File: src/bmc_phy_pkg.sv
// Shared constants and types for the configuration-channel line PHY
package bmc_phy_pkg;

  // ****************************************************************
  // Clock and line timing
  // ****************************************************************
  localparam int CLK_MHZ = 200;                 // Core clock rate
  localparam int UI_NS = 3333;                  // Nominal bit period in ns
  localparam int IDLE_NS = 12000;               // Quiet time before the wire counts as free
  // Cycle counts derived from the times above (every division rounds down)
  localparam int UI_CYC = (CLK_MHZ * UI_NS) / 1000;
  localparam int HALF_CYC = UI_CYC / 2;
  localparam int HALF_MIN_CYC = UI_CYC / 4;
  localparam int FULL_MIN_CYC = (UI_CYC * 3) / 4;
  localparam int FULL_MAX_CYC = (UI_CYC * 5) / 4;
  localparam int IDLE_CYC = (CLK_MHZ * IDLE_NS) / 1000;
  localparam int GAP_W = 12;                    // Interval counter width

  // ****************************************************************
  // Transmit buffer shape and reset values
  // ****************************************************************
  localparam int FIFO_DEPTH = 16;
  localparam int TX_W = 2;                      // {last, bit}
  localparam int TX_BIT_POS = 0;
  localparam int TX_LAST_POS = 1;
  localparam logic LINE_RST = 1'b0;
  localparam logic SEL_RST = 1'b0;

  // ****************************************************************
  // Transmitter states
  // ****************************************************************
  typedef enum logic [1:0] {
    TX_IDLE = 2'b00,
    TX_PRE = 2'b01,
    TX_BIT = 2'b10,
    TX_TAIL = 2'b11
  } tx_state_t;

endpackage : bmc_phy_pkg

File: src/bit_stream_if.sv
// Valid/ready stream carrier between the PHY and its transmit buffer
`timescale 1ns/1ps
interface bit_stream_if #(parameter int WIDTH = 2) ();
  logic valid;
  logic ready;
  logic [WIDTH-1:0] data;
  modport src (output valid, output data, input ready);
  modport snk (input valid, input data, output ready);
endinterface : bit_stream_if

File: src/bit_fifo.sv
// Parameterised first-in first-out buffer with valid/ready on both sides
`timescale 1ns/1ps
module bit_fifo
  import bmc_phy_pkg::*;
#(
  parameter int WIDTH = TX_W,
  parameter int DEPTH = FIFO_DEPTH
) (
  input wire logic clk,
  input wire logic rst_n,
  bit_stream_if.snk wr,
  bit_stream_if.src rd
);

  localparam int AW = $clog2(DEPTH);
  localparam int CW = $clog2(DEPTH + 1);

  logic [WIDTH-1:0] mem [DEPTH];
  logic [AW-1:0] wp_reg;
  logic [AW-1:0] rp_reg;
  logic [CW-1:0] cnt_reg;
  logic [CW-1:0] cnt_next;
  logic rdy_reg;

  // Handshakes on each side; ready is registered so the source sees a clean level
  wire push = wr.valid & rdy_reg;
  wire pop = rd.valid & rd.ready;
  wire wp_wrap = (wp_reg == AW'(DEPTH - 1));
  wire rp_wrap = (rp_reg == AW'(DEPTH - 1));
  assign wr.ready = rdy_reg;
  assign rd.valid = (cnt_reg != '0);
  assign rd.data = mem[rp_reg];

  // Occupancy after this cycle's push and pop
  always_comb begin
    case ({push, pop})
      2'b10: cnt_next = cnt_reg + 1'b1;
      2'b01: cnt_next = cnt_reg - 1'b1;
      default: cnt_next = cnt_reg;
    endcase
  end

  // Storage has no reset: contents are only read once counted in
  always_ff @(posedge clk) begin
    if (push) begin
      mem[wp_reg] <= wr.data;
    end
  end

  // Pointers, count and ready; ready drops the cycle the last slot fills
  always_ff @(posedge clk or negedge rst_n) begin
    if (!rst_n) begin
      wp_reg <= '0;
      rp_reg <= '0;
      cnt_reg <= '0;
      rdy_reg <= 1'b0;
    end else begin
      if (push) begin
        wp_reg <= wp_wrap ? '0 : wp_reg + 1'b1;
      end
      if (pop) begin
        rp_reg <= rp_wrap ? '0 : rp_reg + 1'b1;
      end
      cnt_reg <= cnt_next;
      rdy_reg <= (cnt_next != CW'(DEPTH));
    end
  end

endmodule : bit_fifo

File: src/bmc_cc_line_phy.sv
// Biphase-mark line PHY for one configuration-channel pin pair
`timescale 1ns/1ps
module bmc_cc_line_phy
  import bmc_phy_pkg::*;
#(
  parameter int DEPTH = FIFO_DEPTH
) (
  input wire logic mclk,
  input wire logic nrst,
  input wire logic attached,
  input wire logic orient_flip,
  input wire logic tx_valid,
  input wire logic tx_bit,
  input wire logic tx_last,
  output logic tx_ready,
  output logic tx_busy,
  output logic rx_valid,
  output logic rx_bit,
  output logic line_idle,
  output logic active_cfg_pin,
  input wire logic cfg_pin_a_in,
  output logic cfg_pin_a_out,
  output logic cfg_pin_a_oe,
  input wire logic cfg_pin_b_in,
  output logic cfg_pin_b_out,
  output logic cfg_pin_b_oe
);

  // ****************************************************************
  // Reset release
  // ****************************************************************
  logic rst_s1_reg;
  logic rst_n;

  // Assert at once, release two edges later so all flops leave reset together
  always_ff @(posedge mclk or negedge nrst) begin
    if (!nrst) begin
      rst_s1_reg <= 1'b0;
      rst_n <= 1'b0;
    end else begin
      rst_s1_reg <= 1'b1;
      rst_n <= rst_s1_reg;
    end
  end

  // ****************************************************************
  // Transmit buffer
  // ****************************************************************
  bit_stream_if #(.WIDTH(TX_W)) wr_if ();
  bit_stream_if #(.WIDTH(TX_W)) rd_if ();

  assign wr_if.valid = tx_valid;
  assign wr_if.data = {tx_last, tx_bit};
  assign tx_ready = wr_if.ready;

  bit_fifo #(.WIDTH(TX_W), .DEPTH(DEPTH)) u_tx_fifo (
    .clk(mclk),
    .rst_n(rst_n),
    .wr(wr_if.snk),
    .rd(rd_if.src)
  );

  // ****************************************************************
  // Pin selection
  // ****************************************************************
  logic sel_reg;

  // Follow orientation only while detached; once attached the choice is held
  always_ff @(posedge mclk or negedge rst_n) begin
    if (!rst_n) begin
      sel_reg <= SEL_RST;
    end else if (!attached) begin
      sel_reg <= orient_flip;
    end
  end
  // Held for the connection, so traffic never hops pins mid-connection
  assign active_cfg_pin = sel_reg;

  // ****************************************************************
  // Transmitter
  // ****************************************************************
  tx_state_t st_reg;
  tx_state_t st_next;
  logic [GAP_W-1:0] hcnt_reg;
  logic lvl_reg;
  logic lvl_next;
  logic drv_reg;
  logic drv_next;
  logic cur_reg;
  logic cur_next;
  logic last_reg;
  logic last_next;
  logic half_reg;
  logic half_next;
  logic take;
  logic line_idle_reg;

  // Half-period enable: the only slow rate in the transmitter
  wire half_tick = (hcnt_reg == GAP_W'(HALF_CYC - 1));
  // Start only on a free, attached wire so two talkers never overlap
  wire tx_start = rd_if.valid & attached & line_idle_reg;
  wire head_bit = rd_if.data[TX_BIT_POS];
  wire head_last = rd_if.data[TX_LAST_POS];
  assign rd_if.ready = take;

  // Encoder next-state; level toggles at every bit start and at mid-bit for ones
  always_comb begin
    st_next = st_reg;
    lvl_next = lvl_reg;
    drv_next = drv_reg;
    cur_next = cur_reg;
    last_next = last_reg;
    half_next = half_reg;
    take = 1'b0;
    case (st_reg)
      TX_IDLE: begin
        drv_next = 1'b0;
        if (tx_start) begin
          st_next = TX_PRE;
          lvl_next = 1'b0;
          drv_next = 1'b1;
        end
      end
      TX_PRE: begin
        if (half_tick) begin
          take = 1'b1;
          lvl_next = ~lvl_reg;
          cur_next = head_bit;
          last_next = head_last;
          half_next = 1'b0;
          st_next = TX_BIT;
        end
      end
      TX_BIT: begin
        if (half_tick && !half_reg) begin
          half_next = 1'b1;
          if (cur_reg) begin
            lvl_next = ~lvl_reg;
          end
        end else if (half_tick) begin
          // Edge at every period end; after the last bit it is the closing edge
          lvl_next = ~lvl_reg;
          if (!last_reg && rd_if.valid) begin
            take = 1'b1;
            cur_next = head_bit;
            last_next = head_last;
            half_next = 1'b0;
          end else begin
            // A drained buffer ends the frame cleanly rather than stretch a bit
            st_next = TX_TAIL;
          end
        end
      end
      TX_TAIL: begin
        if (half_tick) begin
          drv_next = 1'b0;
          st_next = TX_IDLE;
        end
      end
      default: begin
        st_next = TX_IDLE;
        drv_next = 1'b0;
      end
    endcase
  end

  // Half-period divider runs only while a frame is on the wire
  always_ff @(posedge mclk or negedge rst_n) begin
    if (!rst_n) begin
      hcnt_reg <= '0;
    end else if (st_reg == TX_IDLE || half_tick) begin
      hcnt_reg <= '0;
    end else begin
      hcnt_reg <= hcnt_reg + 1'b1;
    end
  end

  // Encoder state
  always_ff @(posedge mclk or negedge rst_n) begin
    if (!rst_n) begin
      st_reg <= TX_IDLE;
      lvl_reg <= LINE_RST;
      drv_reg <= 1'b0;
      cur_reg <= 1'b0;
      last_reg <= 1'b0;
      half_reg <= 1'b0;
    end else begin
      st_reg <= st_next;
      lvl_reg <= lvl_next;
      drv_reg <= drv_next;
      cur_reg <= cur_next;
      last_reg <= last_next;
      half_reg <= half_next;
    end
  end

  // Pin drivers: only the selected pin is driven, the other always floats
  always_ff @(posedge mclk or negedge rst_n) begin
    if (!rst_n) begin
      cfg_pin_a_oe <= 1'b0;
      cfg_pin_b_oe <= 1'b0;
      cfg_pin_a_out <= LINE_RST;
      cfg_pin_b_out <= LINE_RST;
      tx_busy <= 1'b0;
    end else begin
      cfg_pin_a_oe <= drv_reg & ~sel_reg;
      cfg_pin_b_oe <= drv_reg & sel_reg;
      cfg_pin_a_out <= lvl_reg & ~sel_reg;
      cfg_pin_b_out <= lvl_reg & sel_reg;
      tx_busy <= (st_reg != TX_IDLE);
    end
  end

  // ****************************************************************
  // Receiver and idle watch
  // ****************************************************************
  logic line_prev_reg;
  logic [GAP_W-1:0] gap_reg;
  logic pend_reg;
  logic armed_reg;

  // Own transmission is not decoded; the wire is read only while listening
  wire listening = (st_reg == TX_IDLE) & ~drv_reg & ~cfg_pin_a_oe & ~cfg_pin_b_oe;
  wire line_in = sel_reg ? cfg_pin_b_in : cfg_pin_a_in;
  wire rx_edge = listening & armed_reg & (line_in ^ line_prev_reg); // No false edge out of reset
  wire gap_sat = (gap_reg == {GAP_W{1'b1}});
  // Interval classes against the nominal period
  wire is_half = (gap_reg >= GAP_W'(HALF_MIN_CYC)) & (gap_reg < GAP_W'(FULL_MIN_CYC));
  wire is_full = (gap_reg >= GAP_W'(FULL_MIN_CYC)) & (gap_reg <= GAP_W'(FULL_MAX_CYC));

  // Interval counter, restarted on every edge and saturating during silence
  always_ff @(posedge mclk or negedge rst_n) begin
    if (!rst_n) begin
      line_prev_reg <= LINE_RST;
      gap_reg <= '0; // Wire must prove a quiet spell after every reset
      armed_reg <= 1'b0;
      line_idle_reg <= 1'b0;
    end else begin
      line_prev_reg <= line_in;
      armed_reg <= 1'b1;
      if (!listening || rx_edge) begin
        gap_reg <= '0;
      end else if (!gap_sat) begin
        gap_reg <= gap_reg + 1'b1;
      end
      // Free only after a full quiet spell with nobody driving
      line_idle_reg <= listening & ~rx_edge & (gap_reg >= GAP_W'(IDLE_CYC));
    end
  end
  assign line_idle = line_idle_reg;

  // Bit recovery: two halves make a one, a full interval a zero.
  // An over-long interval only resynchronises, so a lost first edge costs nothing.
  always_ff @(posedge mclk or negedge rst_n) begin
    if (!rst_n) begin
      pend_reg <= 1'b0;
      rx_valid <= 1'b0;
      rx_bit <= 1'b0;
    end else begin
      rx_valid <= 1'b0;
      if (!listening) begin
        pend_reg <= 1'b0;
      end else if (rx_edge) begin
        if (is_half && pend_reg) begin
          pend_reg <= 1'b0;
          rx_valid <= 1'b1;
          rx_bit <= 1'b1;
        end else if (is_half) begin
          pend_reg <= 1'b1;
        end else if (is_full) begin
          // A stray half before a full is dropped so alignment recovers
          pend_reg <= 1'b0;
          rx_valid <= 1'b1;
          rx_bit <= 1'b0;
        end else begin
          pend_reg <= 1'b0;
        end
      end
    end
  end

  // Each port of a dual-port device instantiates this module once
  // with no shared state between instances.

endmodule : bmc_cc_line_phy

File: config.mk
export PLATFORM = sky130hd
export DESIGN_NAME = bmc_cc_line_phy
export DESIGN_NICKNAME = d
export VERILOG_FILES = /design/src/bmc_phy_pkg.sv /design/src/bit_stream_if.sv /design/src/bit_fifo.sv /design/src/bmc_cc_line_phy.sv
export SDC_FILE = /design/constraint.sdc
export NUM_CORES = 1
export LEC_CHECK = 0
export BUFFER_PORTS_ARGS = -buffer_cell sky130_fd_sc_hd__buf_2
export CAP_MARGIN = 20
export CORE_MARGIN = 2
export CORE_UTILIZATION = 40
export DETAILED_ROUTE_END_ITERATION = 6
export HOLD_SLACK_MARGIN = 0.03
export SKIP_CTS_REPAIR_TIMING = 1
export SLEW_MARGIN = 5
export SYNTH_ARGS = -nofsm -noshare
export SYNTH_HDL_FRONTEND = slang
export SYNTH_HIERARCHICAL = 1
export SYNTH_SLANG_ARGS = --single-unit
File: constraint.sdc
create_clock -name mclk -period 3.63 [get_ports mclk]
set_input_delay 0.363 -clock mclk [delete_from_list [all_inputs] [get_ports mclk]]
set_output_delay 0.363 -clock mclk [all_outputs]
set_load 0.02 [all_outputs]
==> results of run 1 <==
==> synth_stat cells (2+ instances only) <==
library cell / count / area [um2]
mux2_2: 7 / 78.8
a22o_1: 3 / 26.3
buf_2: 5 / 25.0
a221oi_1: 5 / 43.8
or2_2: 2 / 12.5
nand3_1: 13 / 65.1
nor3b_1: 4 / 30.0
edfxtp_1: 32 / 961
or3_1: 4 / 25.0
inv_1: 21 / 78.8
nand2b_1: 4 / 25.0
mux4_2: 4 / 90.1
nand3b_1: 2 / 15.0
mux2_4: 2 / 30.0
xor2_1: 10 / 87.6
ha_1: 19 / 238
nor3_1: 11 / 55.1
and4_1: 3 / 26.3
a2111oi_0: 2 / 17.5
o31ai_1: 4 / 30.0
xnor2_1: 7 / 61.3
o211ai_1: 5 / 37.5
mux2i_1: 12 / 120
a21oi_1: 13 / 65.1
and3_1: 8 / 50.1
a41o_1: 2 / 20.0
nor2b_1: 4 / 25.0
nor4_1: 2 / 12.5
o21ai_0: 16 / 80.1
dfrtp_1: 59 / 1480
and2_1: 17 / 106
nor2_1: 28 / 105
nand2_1: 14 / 52.6
and4b_1: 3 / 30.0
a31oi_1: 4 / 25.0
buf_4: 3 / 22.5
nand4_1: 6 / 37.5
a22oi_1: 3 / 22.5
==> per-layer routing <==
metal	share of wire, %	GRT usage, %	wire length (um)	up-vias
li1	-	-	-	1510
met1	50	19.6	4240	1513
met2	45	22.4	3850	38
met3	2.8	3.01	234	15
met4	2.0	6.58	174	0
met5	0	0	0	-
==> cell families (layout without fill, tap and decap cells) <==
family / after synthesis / count (layout) / share of synthesized area, %
and+or+nand+nor: 137 / 137 / 17.2
DFF: 91 / 91 / 53.0
AOI/OAI and AO/OA: 71 / 71 / 11.0
adders and majority gates: 20 / 20 / 5.60
other: 1 / 2 / 0.0815
muxes: 25 / 25 / 6.93
buffers and inverters: 31 / 62 / 2.91
xor gates and xnor gates: 17 / 17 / 3.24
==> per-stage QoR <==
| step | instances | power (uW) | utilization (%) | hold WS [ns] | worst slack (ns) |
|---|---|---|---|---|---|
| floorplan | 394 | 1600 | - | 0.0674 | 0.0640 |
| global placement | 551 | 1750 | 43.0 | 0.148 | 0.0717 |
| detailed placement | 551 | 1760 | 43.0 | 0.149 | 0.0197 |
| CTS | 567 | 2630 | 45.4 | -0.228 | 0.0107 |
| global route | 568 | 2750 | 45.6 | 0.252 | 0.0110 |
| finish | 568 | 2600 | 45.6 | 0.258 | 0.143 |
==> area by class of cell <==
type	count	share of cell area, %
inverters	21	1.53
clock buffers	12	4.78
well taps	143	3.47
clock inverters	4	0.485
repair buffers	25	2.81
flip-flops and latches	91	47.3
multi-input cells	272	39.7
==> power by group through the flow <==
stage / clock [uW] / combinational [uW] / sequential (uW)
3_5_place_dp: 0 / 468 / 1290
2_1_floorplan: 0 / 319 / 1280
3_3_place_gp: 0 / 457 / 1290
4_1_cts: 888 / 469 / 1270
5_1_grt: 922 / 536 / 1290
6_report: 855 / 472 / 1270
==> worst max-delay path by stage <==
stage / from / end
floorplan: u_tx_fifo/cnt_reg[0]$_DFF_PN0_ / u_tx_fifo/cnt_reg[4]$_DFF_PN0_
global placement: u_tx_fifo/cnt_reg[3]$_DFF_PN0_ / u_tx_fifo/cnt_reg[4]$_DFF_PN0_
detailed placement: u_tx_fifo/cnt_reg[3]$_DFF_PN0_ / u_tx_fifo/cnt_reg[4]$_DFF_PN0_
CTS: u_tx_fifo/cnt_reg[3]$_DFF_PN0_ / u_tx_fifo/cnt_reg[4]$_DFF_PN0_
global route: u_tx_fifo/cnt_reg[3]$_DFF_PN0_ / u_tx_fifo/cnt_reg[4]$_DFF_PN0_
finish: u_tx_fifo/cnt_reg[3]$_DFF_PN0_ / u_tx_fifo/cnt_reg[4]$_DFF_PN0_
==> impl_metrics.yaml, run 1 <==
status:
  run_status: "completed"
critical_path:
  crit_cells: 11
  timing.critical_path.arrival_ns: 3.71
  timing_worst_setup_path_type: "reg2reg"
  cp_cell_sequence: "or4_4, or2_2, and4b_1, o211a_1, o21a_4, ha_2, fa_2, a21o_1, a21oi_1, mux2_2, or2_2"
  cp_slowest_stage_delay_ns: 0.56
  crit_path_frequent_cell: "or2_2"
  worst_setup_path_start_kind: "flop"
  r2r.worst_path.cells: 11
  worstPathMaxFanout: 4
  critPathSlowestCell: "or4_4"
  crit_buf_inv: 0
  reg2reg_from: "u_tx_fifo/cnt_reg[3]$_DFF_PN0_"
  crit_required_ns: 3.86
  setup_slack_on_the_worst_flop_to_flop_path_ns: 0.14
  critical-path-top-delay-family: "simple AND/OR/NAND/NOR gates"
  end_kind: "flop"
  worst_r2r_endpoint: "u_tx_fifo/cnt_reg[4]$_DFF_PN0_"
pwr:
  pwr-share-clk_pct: 32.9
  net-switching-power_uw: 735
  power_density_nw_per_um2: 504
  power.share.switching_pct: 28.3
  share_seq_of_total_power_pct: 49.0
  power.combinational.fraction_pct: 18.2
  maximum_ir_drop_on_the_vdd_rail_mv: 0.309
  cell_internal_pwr_uw: 1870
  power.leakage_uw: 0.00213
die:
  placementRows: 39
  die_area_um2: 12400
  ioPinCount: 19
  initial_core_util_pct: 40.6
  die_w_um: 111
  coreArea_um2: 11300
  floorplan.die.height_um: 111
clock_network:
  total_clock_buffers_created_by_cts: 9
  clkTransAtPathRegs_ns: 0.07
  cts_tree: "yes"
  worstSkewPairLatency_ns: 0.34
  cts.path.max_buffers: 2
  htreeDepth: 3
  root_buffer_cell: "clkbuf_16"
  clock_sink_count: 91
placement:
  placement.io_buffers: 18
  place.gp.congestion: 0.818
  placedInstanceArea_um2: 4870
  detailedPlacementHpwl_mm: 6.06
yosys:
  synth_cell_types: 68
  async_reset_ff_share_pct: 64.8
  synthesis.instances: 393
  synth-warning-count: 6
  ys_ff_latch: 91
  share_of_the_yosys_chip_area_belonging_to_registers_pct: 53.0
  synthesis.area_um2: 4600
  number_of_enable_flip_flop_cells_after_synthesis: 32
  ys.flop_type: "dfrtp_1"
  postSynthAreaPerCell_um2: 11.7
sta:
  achievable-frequency_mhz: 287
  setup_repair_after_global_routing_missed_its_margin: "false"
  final_hold_vio_count: 0
  tns_ns: 0
  final_min_period_over_clock_period_pct: 96.1
  final.min_clock_period_ns: 3.49
  setup-violations-final: 0
  timing.max_slew.rel_slack_pct: 44.9
  maxSlewViolCount: 0
  finClkSkew_ns: 0.0110
  tightestPinTransition_ns: 0.827
final_layout:
  layout-drive-gt1-share_pct: 16.2
  layout_commonest_cell: "dfrtp_1"
  filler_cell_count: 1064
  layout_common_cells: "dfrtp_1 (58), edfxtp_1 (32), nor2_1 (28)"
  syn2layout_area_growth_pct: 12.1
  final_design_area_no_fill_um2: 5160
  largest_register_ffs: 32
  design.final.nets: 449
  area.sequential_um2: 2440
  multi_input_area_um2: 2050
  num_antenna_cells: 0
worst_hold_path:
  worstHoldEndpoint: "active_cfg_pin$_DFFE_PN0N_"
  origin_of_the_worst_min_delay_path: "orient_flip"
  hold-path-cell-count: 2
  hp-class: "in2reg"
global_routing:
  number_of_antenna_violations_at_the_first_check_in_global_routing: 0
  grtUsageTotal_pct: 14.5
  gr-total-overflow: 0
  grt_first_pass_wirelength_mm: 14.6
  grt_pass1_vias: 3049
  grt_max_degree: 34
routing:
  drt.antenna.violating_nets: 0
  post_drt_via_cell_ratio: 5.42
  number_of_design_rule_violations_left_by_the_first_detailed_router_iteration: 158
  drc_errors: 0
  via_count: 3076
  route.final.wire_length_mm: 8.51
  wl_per_cell_um: 15.0
  drtPass1Iterations: 5
run:
  max_cap_viol_count: 0
Power figures use the tool's default switching activity.
==> run 2, diff against run 1 <==
==> constraint.sdc (replaced) <==
create_clock -name mclk -period 3.63 [get_ports mclk]
set_input_delay 0.726 -clock mclk [delete_from_list [all_inputs] [get_ports mclk]]
set_output_delay 0.726 -clock mclk [all_outputs]
set_load 0.02 [all_outputs]
==> impl_metrics.yaml, run 2 (same netlist as run 1, synthesis figures left out) <==
pwr:
  net-switching-power_uw: 737
  power.combinational.fraction_pct: 18.0
  share_seq_of_total_power_pct: 48.9
  report.power.total_uw: 2600
  pwr-share-clk_pct: 33.0
  cell_internal_pwr_uw: 1860
  power_density_nw_per_um2: 505
  power.share.switching_pct: 28.3
  power.leakage_uw: 0.00213
  maximum_ir_drop_on_the_vdd_rail_mv: 0.307
critical_path:
  end_kind: "flop"
  cp_cell_sequence: "or4_4, or2_2, and4b_1, o211a_1, o21a_4, ha_2, fa_2, a21o_1, a21oi_1, mux2_2, or2_2"
  worstPathMaxFanout: 4
  crit_required_ns: 3.86
  timing.critical_path.arrival_ns: 3.71
  crit_path_frequent_cell: "or2_2"
  critPathSlowestCell: "or4_4"
  timing_worst_setup_path_type: "reg2reg"
  critical-path-top-delay-family: "simple AND/OR/NAND/NOR gates"
  cp_slowest_stage_delay_ns: 0.56
  crit_buf_inv: 0
  worst_setup_path_start_kind: "flop"
clock_network:
  clkTransAtPathRegs_ns: 0.07
  root_buffer_cell: "clkbuf_16"
  htreeDepth: 3
  worstSkewPairLatency_ns: 0.34
  cts.path.max_buffers: 2
  clock_sink_count: 91
  total_clock_buffers_created_by_cts: 9
  cts_tree: "yes"
status:
  run_status: "completed"
die:
  die_area_um2: 12400
  placementRows: 39
  floorplan.die.height_um: 111
  ioPinCount: 19
  coreArea_um2: 11300
  die_w_um: 111
  initial_core_util_pct: 40.6
sta:
  timing.max_slew.rel_slack_pct: 45.5
  tns_ns: 0
  achievable-frequency_mhz: 287
  setup-violations-final: 0
  maxSlewViolCount: 0
  final.min_clock_period_ns: 3.48
  setup_ws_ns: 0.145
  finClkSkew_ns: 0.0109
  setup_repair_after_global_routing_missed_its_margin: "false"
  tightestPinTransition_ns: 0.818
  final_hold_vio_count: 0
  final_min_period_over_clock_period_pct: 96.0
global_routing:
  gr-total-overflow: 0
  grt_max_degree: 34
  grt_first_pass_wirelength_mm: 14.6
  grtUsageTotal_pct: 14.5
  number_of_antenna_violations_at_the_first_check_in_global_routing: 0
  grt_pass1_vias: 3049
final_layout:
  largest_register_ffs: 32
  layout_common_cells: "dfrtp_1 (58), edfxtp_1 (32), nor2_1 (28)"
  area.sequential_um2: 2440
  filler_cell_count: 1065
  layout-drive-gt1-share_pct: 16.3
  syn2layout_area_growth_pct: 11.9
  design.final.nets: 448
  num_antenna_cells: 0
  layout_commonest_cell: "dfrtp_1"
  final_core_util_pct: 45.5
  multi_input_area_um2: 2050
placement:
  dp_slack_ns: 0.0197
  place.gp.congestion: 0.818
  detailedPlacementHpwl_mm: 6.06
  placement.io_buffers: 18
routing:
  route.final.wire_length_mm: 8.50
  drc_errors: 0
  wl_per_cell_um: 15.0
  number_of_design_rule_violations_left_by_the_first_detailed_router_iteration: 164
  drt.antenna.violating_nets: 0
  drtPass1Iterations: 4
  via_count: 3065
  post_drt_via_cell_ratio: 5.41
run:
  max_cap_viol_count: 0
worst_hold_path:
  hp-class: "in2async"
[run 2: power groups by stage]
| stage | clock [uW] | combinational [uW] | sequential, uW |
|---|---|---|---|
| floorplan | 0 | 319 | 1280 |
| global placement | 0 | 457 | 1290 |
| detailed placement | 0 | 468 | 1290 |
| CTS | 888 | 469 | 1270 |
| global route | 922 | 535 | 1290 |
| finish | 860 | 469 | 1270 |
[run 2: final cells by class]
type                    instances  share of cell area [%]
repair buffers                 24                    2.62
clock buffers                  12                    4.79
well taps                     143                    3.47
inverters                      21                    1.53
multi-input cells             272                    39.7
flip-flops and latches         91                    47.4
clock inverters                 4                   0.486
[run 2: layer usage]
| layer | global-route usage (%) | vias up | part of all wire (%) |
|---|---|---|---|
| li1 | - | 1505 | - |
| met1 | 19.6 | 1506 | 49 |
| met2 | 22.4 | 43 | 46 |
| met3 | 3.01 | 11 | 3.0 |
| met4 | 6.58 | 0 | 1.6 |
| met5 | 0 | - | 0 |
[run 2: final timing paths]
check | slack, ns | start | to | cells past startpoint
worst max-delay path | 0.15 | u_tx_fifo/cnt_reg[3]$_DFF_PN0_ | u_tx_fifo/cnt_reg[4]$_DFF_PN0_ | 11
worst min-delay path | 0.15 | nrst | rst_n$_DFF_PN0_ | 1
worst max register to register | 0.15 | u_tx_fifo/cnt_reg[3]$_DFF_PN0_ | u_tx_fifo/cnt_reg[4]$_DFF_PN0_ | 11
worst min register to register | 0.34 | rst_n$_DFF_PN0_ | gap_reg[2]$_DFFE_PN0P_ | 0
max in group asynchronous | 2.46 | rst_n$_DFF_PN0_ | gap_reg[9]$_DFFE_PN0P_ | 1
min in group mclk | 0.36 | rst_s1_reg$_DFF_PN0_ | rst_n$_DFF_PN0_ | 0
[run 2: metrics by stage]
stage | std cells | hold slack [ns] | area, um2
3_5_place_dp | 551 | 0.346 | 4870
3_3_place_gp | 551 | 0.337 | 4870
5_1_grt | 567 | 0.142 | 5150
6_report | 567 | 0.151 | 5150
2_1_floorplan | 394 | 0.331 | 4610
4_1_cts | 567 | 0.135 | 5140
